## src/rtl/asr_consts.svh

```systemverilog
`ifndef ASR_CONSTS_SVH
`define ASR_CONSTS_SVH

// register indices as printed; byte address is four times the index
`define ASR_IDX_CTRL 4'h1
`define ASR_IDX_MON 4'h2
`define ASR_IDX_STAT 4'h3

// reset values
`define ASR_RST_CTRL 8'h74
`define ASR_RST_MON 8'h60
`define ASR_RST_STAT 8'h00

// control register fields
`define ASR_CTRL_HV_EN 6
`define ASR_CTRL_CONV2_EN 5
`define ASR_CTRL_CLK_EN 4
`define ASR_CTRL_TX_EN 3
`define ASR_CTRL_TRIM_HI 2
`define ASR_CTRL_TRIM_LO 0

// monitor configuration fields
`define ASR_MON_HV_MASK 6
`define ASR_MON_S2_MASK 5
`define ASR_MON_FILT_MASK 4
`define ASR_MON_SEL_HI 3
`define ASR_MON_SEL_LO 1

// writable bits per register, reserved bits excluded
`define ASR_CTRL_WMASK 8'h7f
`define ASR_MON_WMASK 8'h7e

`endif

```

## src/rtl/asr_pkg.sv

```systemverilog
package asr_pkg;

    // analog output source selection
    typedef enum logic [2:0] {
        ASR_AOUT_OFF = 3'h0,
        ASR_AOUT_BUS_IN = 3'h1,
        ASR_AOUT_FILTER = 3'h2,
        ASR_AOUT_HV_RAIL = 3'h3,
        ASR_AOUT_SUPPLY2 = 3'h4,
        ASR_AOUT_ANALOG_SUPPLY = 3'h5,
        ASR_AOUT_BUS_CURRENT = 3'h6,
        ASR_AOUT_TEMPERATURE = 3'h7
    } asr_aout_sel_t;

    // live monitor and thermal inputs
    typedef struct packed {
        logic hv_rail_ok;
        logic second_supply_ok;
        logic bus_voltage_ok;
        logic filter_voltage_ok;
        logic xtal_running;
        logic thermal_warning;
        logic thermal_shutdown_seen;
    } asr_monitor_t;

    // control outputs towards the analog blocks
    typedef struct packed {
        logic hv_regulator_enable;
        logic second_converter_enable;
        logic clock_output_enable;
        logic tx_activity_pin_enable;
        logic [2:0] hv_regulator_current_trim;
        logic hv_monitor_mask;
        logic second_supply_monitor_mask;
        logic filter_monitor_mask;
        asr_aout_sel_t analog_out_select;
    } asr_control_t;

endpackage : asr_pkg

```

## src/rtl/asr_regs.sv

```systemverilog
`timescale 1ns/1ps
`include "asr_consts.svh"

module asr_regs
    import asr_pkg::*;
(
    // clock and reset
    input wire logic hclk,
    input wire logic hresetn,
    // ahb-lite slave
    input wire logic hsel,
    input wire logic [31:0] haddr,
    input wire logic [1:0] htrans,
    input wire logic hwrite,
    input wire logic [2:0] hsize,
    input wire logic [31:0] hwdata,
    input wire logic hready,
    output logic [31:0] hrdata,
    output logic hreadyout,
    output logic hresp,
    // live monitor inputs
    input wire asr_monitor_t monitor_in,
    input wire logic tx_activity,
    input wire logic ext_clock_src,
    // control towards the analog blocks
    output asr_control_t control_out,
    // pins
    output logic ext_clock_out,
    output logic tx_activity_pin_o,
    output logic tx_activity_pin_oe,
    output logic save_request_n
);

    // decode a word address into a register index, zero when above 0x3f or not word aligned
    function automatic logic [3:0] reg_index(input logic [31:0] addr);
        if (addr[31:6] != 26'h0 || addr[1:0] != 2'b00) begin
            reg_index = 4'h0;
        end else begin
            reg_index = addr[5:2];
        end
    endfunction : reg_index

    logic [7:0] analog_control_primary;
    logic [7:0] monitor_configuration;
    logic [7:0] analog_status;
    logic wr_pending;
    logic [3:0] wr_index;
    logic [31:0] next_hrdata;
    logic [7:0] next_status;
    logic access;

    // zero wait states, always okay
    assign hreadyout = 1'b1;
    assign hresp = 1'b0;
    assign access = hsel && hready && htrans[1];

    // capture the address phase of a write for the following data phase
    always_ff @(posedge hclk or negedge hresetn) begin
        if (!hresetn) begin
            wr_pending <= 1'b0;
            wr_index <= 4'h0;
        end else if (hready) begin
            wr_pending <= access && hwrite;
            wr_index <= reg_index(haddr);
        end
    end

    // control register; reserved bit 7 is never stored
    always_ff @(posedge hclk or negedge hresetn) begin
        if (!hresetn) begin
            analog_control_primary <= `ASR_RST_CTRL;
        end else if (wr_pending && wr_index == `ASR_IDX_CTRL) begin
            analog_control_primary <= hwdata[7:0] & `ASR_CTRL_WMASK;
        end
    end

    // monitor configuration; bits 7 and 0 reserved
    always_ff @(posedge hclk or negedge hresetn) begin
        if (!hresetn) begin
            monitor_configuration <= `ASR_RST_MON;
        end else if (wr_pending && wr_index == `ASR_IDX_MON) begin
            monitor_configuration <= hwdata[7:0] & `ASR_MON_WMASK;
        end
    end

    // live status image, registered once so reads are glitch free
    always_comb begin
        next_status = 8'h00;
        next_status[6] = monitor_in.hv_rail_ok;
        next_status[5] = monitor_in.second_supply_ok;
        next_status[4] = monitor_in.bus_voltage_ok;
        next_status[3] = monitor_in.filter_voltage_ok;
        next_status[2] = monitor_in.xtal_running;
        next_status[1] = monitor_in.thermal_warning;
        next_status[0] = monitor_in.thermal_shutdown_seen;
    end

    // status has no write path at all, so bus writes to it fall away
    always_ff @(posedge hclk or negedge hresetn) begin
        if (!hresetn) begin
            analog_status <= `ASR_RST_STAT;
        end else begin
            analog_status <= next_status;
        end
    end

    // read mux; unmapped addresses read zero
    // a read right behind a write to the same register sees the new value, since
    // the store only lands at the end of the write's data phase
    always_comb begin
        next_hrdata = 32'h0000_0000;
        case (reg_index(haddr))
            `ASR_IDX_CTRL: begin
                if (wr_pending && wr_index == `ASR_IDX_CTRL) begin
                    next_hrdata = {24'h00_0000, hwdata[7:0] & `ASR_CTRL_WMASK};
                end else begin
                    next_hrdata = {24'h00_0000, analog_control_primary};
                end
            end
            `ASR_IDX_MON: begin
                if (wr_pending && wr_index == `ASR_IDX_MON) begin
                    next_hrdata = {24'h00_0000, hwdata[7:0] & `ASR_MON_WMASK};
                end else begin
                    next_hrdata = {24'h00_0000, monitor_configuration};
                end
            end
            `ASR_IDX_STAT: next_hrdata = {24'h00_0000, analog_status};
            default: next_hrdata = 32'h0000_0000;
        endcase
    end

    // read data is registered and stands in the data phase
    always_ff @(posedge hclk or negedge hresetn) begin
        if (!hresetn) begin
            hrdata <= 32'h0000_0000;
        end else if (access && !hwrite) begin
            hrdata <= next_hrdata;
        end
    end

    // field breakout towards the analog blocks
    always_comb begin
        control_out.hv_regulator_enable = analog_control_primary[`ASR_CTRL_HV_EN];
        control_out.second_converter_enable = analog_control_primary[`ASR_CTRL_CONV2_EN];
        control_out.clock_output_enable = analog_control_primary[`ASR_CTRL_CLK_EN];
        control_out.tx_activity_pin_enable = analog_control_primary[`ASR_CTRL_TX_EN];
        control_out.hv_regulator_current_trim =
            analog_control_primary[`ASR_CTRL_TRIM_HI:`ASR_CTRL_TRIM_LO];
        control_out.hv_monitor_mask = monitor_configuration[`ASR_MON_HV_MASK];
        control_out.second_supply_monitor_mask = monitor_configuration[`ASR_MON_S2_MASK];
        control_out.filter_monitor_mask = monitor_configuration[`ASR_MON_FILT_MASK];
        control_out.analog_out_select =
            asr_aout_sel_t'(monitor_configuration[`ASR_MON_SEL_HI:`ASR_MON_SEL_LO]);
    end

    // clock gate is combinational so the clock shape passes through
    assign ext_clock_out = ext_clock_src & analog_control_primary[`ASR_CTRL_CLK_EN];

    // pin released (oe low) when disabled, so the board sees tri-state
    assign tx_activity_pin_oe = analog_control_primary[`ASR_CTRL_TX_EN];
    assign tx_activity_pin_o = tx_activity & analog_control_primary[`ASR_CTRL_TX_EN];

    // save request: low when any included monitor is not ok; bus voltage always counts
    always_ff @(posedge hclk or negedge hresetn) begin
        if (!hresetn) begin
            save_request_n <= 1'b1;
        end else begin
            save_request_n <= monitor_in.bus_voltage_ok
                && (monitor_configuration[`ASR_MON_HV_MASK] || monitor_in.hv_rail_ok)
                && (monitor_configuration[`ASR_MON_S2_MASK] || monitor_in.second_supply_ok)
                && (monitor_configuration[`ASR_MON_FILT_MASK] || monitor_in.filter_voltage_ok);
        end
    end

endmodule : asr_regs

```

## config.mk

```make
export PLATFORM = sky130hd
export DESIGN_NAME = asr_regs
export DESIGN_NICKNAME = d
export VERILOG_FILES = /design/src/rtl/asr_pkg.sv /design/src/rtl/asr_regs.sv
export VERILOG_INCLUDE_DIRS = /design/src /design/src/rtl
export SDC_FILE = /design/constraint.sdc
export NUM_CORES = 1
export LEC_CHECK = 0
export BUFFER_PORTS_ARGS = -buffer_cell sky130_fd_sc_hd__buf_4
export CORE_UTILIZATION = 44
export DETAILED_ROUTE_END_ITERATION = 10
export PLACE_DENSITY_LB_ADDON = 0.25
export SETUP_SLACK_MARGIN = 0.15
export SLEW_MARGIN = 20
export SYNTH_ARGS = -nofsm -noshare
export SYNTH_HDL_FRONTEND = slang
export SYNTH_SLANG_ARGS = --single-unit
```

## constraint.sdc

```tcl
create_clock -name hclk -period 2.38 [get_ports hclk]
set_clock_uncertainty 0.05 [all_clocks]
set_input_delay 0.119 -clock hclk [delete_from_list [all_inputs] [get_ports hclk]]
set_output_delay 0.119 -clock hclk [all_outputs]
set_load 0.1 [all_outputs]
```

==> run summary <==
Outcome
- complete, no violations — outcome

Power
- 0.395 — relative contribution of sequential cells to total power
- 592 nW/um^2 — power density over the cells
- 0.304 — power share of the clock group
- 0.301 — Combinational Power Share
- 0.364 — switching share of total power
- 0.276 mV — IR Drop Worst-Case VDD
- 1.20 nW — cell leakage power
- 949 uW — P_int
- 543 uW — reported net switching power
- 1.49 mW — total design power

Die
- 67.1 um — floorplan die width
- 4510 um^2 — floorplan die area
- 0.463 — initial cell density of the core
- 134 — number of primary I/O pins
- 4030 um^2 — Core Box Area
- 23 — number of placement rows
- 67.1 um — vertical extent of the die

Yosys
- 0 — Post-synth EDFFs
- 1870 um^2 — Post-Syn Area
- 37 — number of distinct standard cells referenced by the synthesized netlist
- 0.155 — compound-cell area share of the yosys netlist
- 0.228 — area share of and/or/nand/nor cells after synthesis
- 0 — xor-xnor portion of the synthesized cell area
- 9.15 um^2 — mean cell area of the mapped netlist
- 0 — YS warnings
- 33 — number of synthesized register bits
- 0.447 — Seq/Total Area, Yosys
- sky130_fd_sc_hd__dfrtp_1 — Post-synth top flop
- 204 — instance count of the mapped netlist
- simple AND/OR/NAND/NOR gates — combinational family with the most area after synthesis
- 1.00 — Async S/R FF share, synth
- 0 — Adder-Cell Fraction of Synth Area
- 0.00603 — portion of netlist area occupied by mux cells

Finish
- 369 — number of nets in the layout
- 2520 um^2 — Finished Cell Area
- 348 — fill cell total of the finished layout
- 35.1% — layout overhead on the synthesized area
- 0.352 — fraction of final layout cells sized beyond drive strength 1
- 0 — Diodes inserted

Clock tree
- 0 — buffers inserted during post-CTS setup optimization
- 0 — number of resized instances in the post-cts repair step
- 5 — CTS Buf Count
- 33 — TritonCTS Sinks
- yes — clock tree from TritonCTS
- 2 — number of buffers between clock root and the deepest sink
- 70 ps — clock transition at the register clock pins on the worst setup and hold paths after CTS
- sky130_fd_sc_hd__clkbuf_8 — Clock Root Buffer
- 270 ps — insertion delay of the later-clocked pin in the worst-skew pair
- 2 — H-tree lvl count

Worst hold path
- hwdata[1] — hold path startpoint
- analog_control_primary[1] — Hold Path End
- 3 — number of cells on the worst hold path
- primary input to flip-flop — worst min-delay path class

Detailed routing
- 5.05 — post-detailed-route via-to-cell ratio
- 1703 — vias post-DR
- 97 — first-iteration detailed-routing DRC count
- 0 — post-route ant nets
- 0 — remaining routing DRC violations
- 5 — First-pass DRT Iterations
- 12.5 um — Avg WL per Cell
- 4220 um — total detailed-routing wirelength

Critical path
- wr_index[2] — source of the worst register-to-register timing path
- flip-flop — category of the worst setup path capture point
- 1720 ps — WP data arrival
- 4 — Worst Reg-to-Reg Cells
- 2500 ps — Data required, critical path
- 15 — CP max FO
- 780 ps — r2r setup slk
- flip-flop to flip-flop — Setup Crit Path Kind
- nor3b_4, and2_4, o311ai_1, a32o_1 — critical path, cell by cell
- sky130_fd_sc_hd__dfrtp_1 — slowest cell on the critical path
- hrdata[0] — Worst R2R End
- flip-flop — Setup crit start kind
- 410 ps — Max stage delay on crit path

Placed design
- 2340 um^2 — placement-stage cell area
- 0.860 — RD Place Congestion
- 77 — Port Buffers
- 3280 um — Post-DP HPWL

GRT
- 1586 — vias in the first global route
- 0 — antenna violations before repair
- 6800 um — first-pass GRT wire length
- 34 — maximum number of pins on one net before global-route repair
- 0 — residual overflow from global routing
- 0.199 — Overall Global Routing Usage

Timing
- 0 — count of pins over their slew limit
- 0 — final count of negative-setup-slack endpoints
- 1600 ps — Tmin final
- 0 ps — TNS Setup
- 0.673 — period utilization
- 0 — Hold Violations, Final
- 624 MHz — maximum operating frequency
- no — RSZ-0062 raised after global routing

Flow run
- 0 — number of maximum-capacitance constraint violations

-- per-stage QoR --
step	setup WS [ps]	util	hold slack [ps]	instances
finish	778	0.626	13.5	337
global route	699	0.626	17.7	337
CTS	777	0.626	5.75	337
detailed placement	787	0.581	33.7	321
global placement	782	0.581	27.8	321
floorplan	399	-	-227	229
-- cell usage after synthesis, drive strengths merged (2+ instances only) --
cell / n / share of area
a21oi: 6 / 0.016
a2bb2oi: 6 / 0.028
a31oi: 6 / 0.020
and2: 3 / 0.011
and2b: 2 / 0.0080
and3: 2 / 0.0067
buf: 36 / 0.15
conb: 2 / 0.0040
dfrtp: 26 / 0.35
dfstp: 7 / 0.099
inv: 6 / 0.012
nand2: 45 / 0.090
nand4: 10 / 0.034
nand4b: 2 / 0.017
nor2: 2 / 0.0054
nor4: 7 / 0.023
o211ai: 6 / 0.029
o21ai: 18 / 0.048
-- power by group through the flow --
stage	sequential [mW]	combinational [mW]	clock, mW
finish	0.590	0.449	0.453
global route	0.591	0.471	0.487
CTS	0.590	0.449	0.471
detailed placement	0.600	0.438	0
global placement	0.600	0.436	0
floorplan	0.668	0.290	0
-- sequential cells by signal, indices dropped and copies added, names as in the netlist --
register                count
wr_pending                  1
wr_index                    4
hrdata                      7
save_request_n              1
analog_control_primary      7
analog_status               7
monitor_configuration       6
-- logic make-up after synthesis --
group | after synthesis
and+or+nand+nor | 80
AOI/OAI and AO/OA | 45
buffers and inverters | 43
DFF | 33
other | 2
muxes | 1
-- per-layer routing --
| metal | up-vias | GRT usage | part of all wire |
|---|---|---|---|
| met3 | 7 | 0.0389 | 0.083 |
| met1 | 769 | 0.248 | 0.41 |
| met4 | 0 | 0.0798 | 0.015 |
| met5 | - | 0 | 0 |
| li1 | 824 | - | - |
| met2 | 103 | 0.335 | 0.49 |
-- how the worst max path moves through the flow --
stage                                    startpoint                 to  slack, ps  cells after the start
after floorplan           analog_control_primary[3]  tx_activity_pin_o        400                      1
after global placement                  wr_index[2]          hrdata[0]        780                      4
after detailed placement                wr_index[2]          hrdata[0]        790                      4
after CTS                               wr_index[2]          hrdata[0]        780                      4
after global routing                    wr_index[2]          hrdata[0]        700                      4
final                                   wr_index[2]          hrdata[0]        780                      4
-- area by class of cell --
cell class                 count  area [um^2]  share of cell area
tap                           50         62.6              0.0248
timing repair buffer          87          673               0.267
clock buffer                   7         96.3              0.0382
inverter                       6         22.5             0.00893
multi-input combinational    153          828               0.328
sequential                    33          835               0.331
clock inverter                 1         5.00             0.00198
-- placed cells by master (no fill, tap or decap), types with 2 or more instances in the layout --
cell type                       synthesis  routed
sky130_fd_sc_hd__and2b_1                2       2
sky130_fd_sc_hd__clkbuf_8               0       7
sky130_fd_sc_hd__dfrtp_1               26      26
sky130_fd_sc_hd__dfstp_2                7       7
sky130_fd_sc_hd__dlygate4sd3_1          0       8
sky130_fd_sc_hd__o211ai_1               4       4
sky130_fd_sc_hd__and2_1                 2       2
sky130_fd_sc_hd__nor4_1                 7       7
sky130_fd_sc_hd__a21oi_1                6       6
sky130_fd_sc_hd__o21ai_1                7       7
sky130_fd_sc_hd__a2bb2oi_1              6       6
sky130_fd_sc_hd__nand4_1               10      10
sky130_fd_sc_hd__and3_1                 2       2
sky130_fd_sc_hd__nand2_1               45      45
sky130_fd_sc_hd__buf_4                 29      79
sky130_fd_sc_hd__o21ai_0               11      11
sky130_fd_sc_hd__conb_1                 2      27
sky130_fd_sc_hd__inv_1                  6       6
sky130_fd_sc_hd__o211ai_2               2       2
sky130_fd_sc_hd__a31oi_1                6       6
-- timing repair --
action                                  in CTS  in global routing
endpoints found under the setup margin       0                  0
endpoints found under the hold margin       33                  0
hold buffers                                 8                  0
-- critical path: cells and delay by family, from the launching register on --
kind            cells  cell delay, ps
compound gates      2             370
flops               1             410
simple gates        2             670
Note: power is estimated with default switching activity, not from simulation.
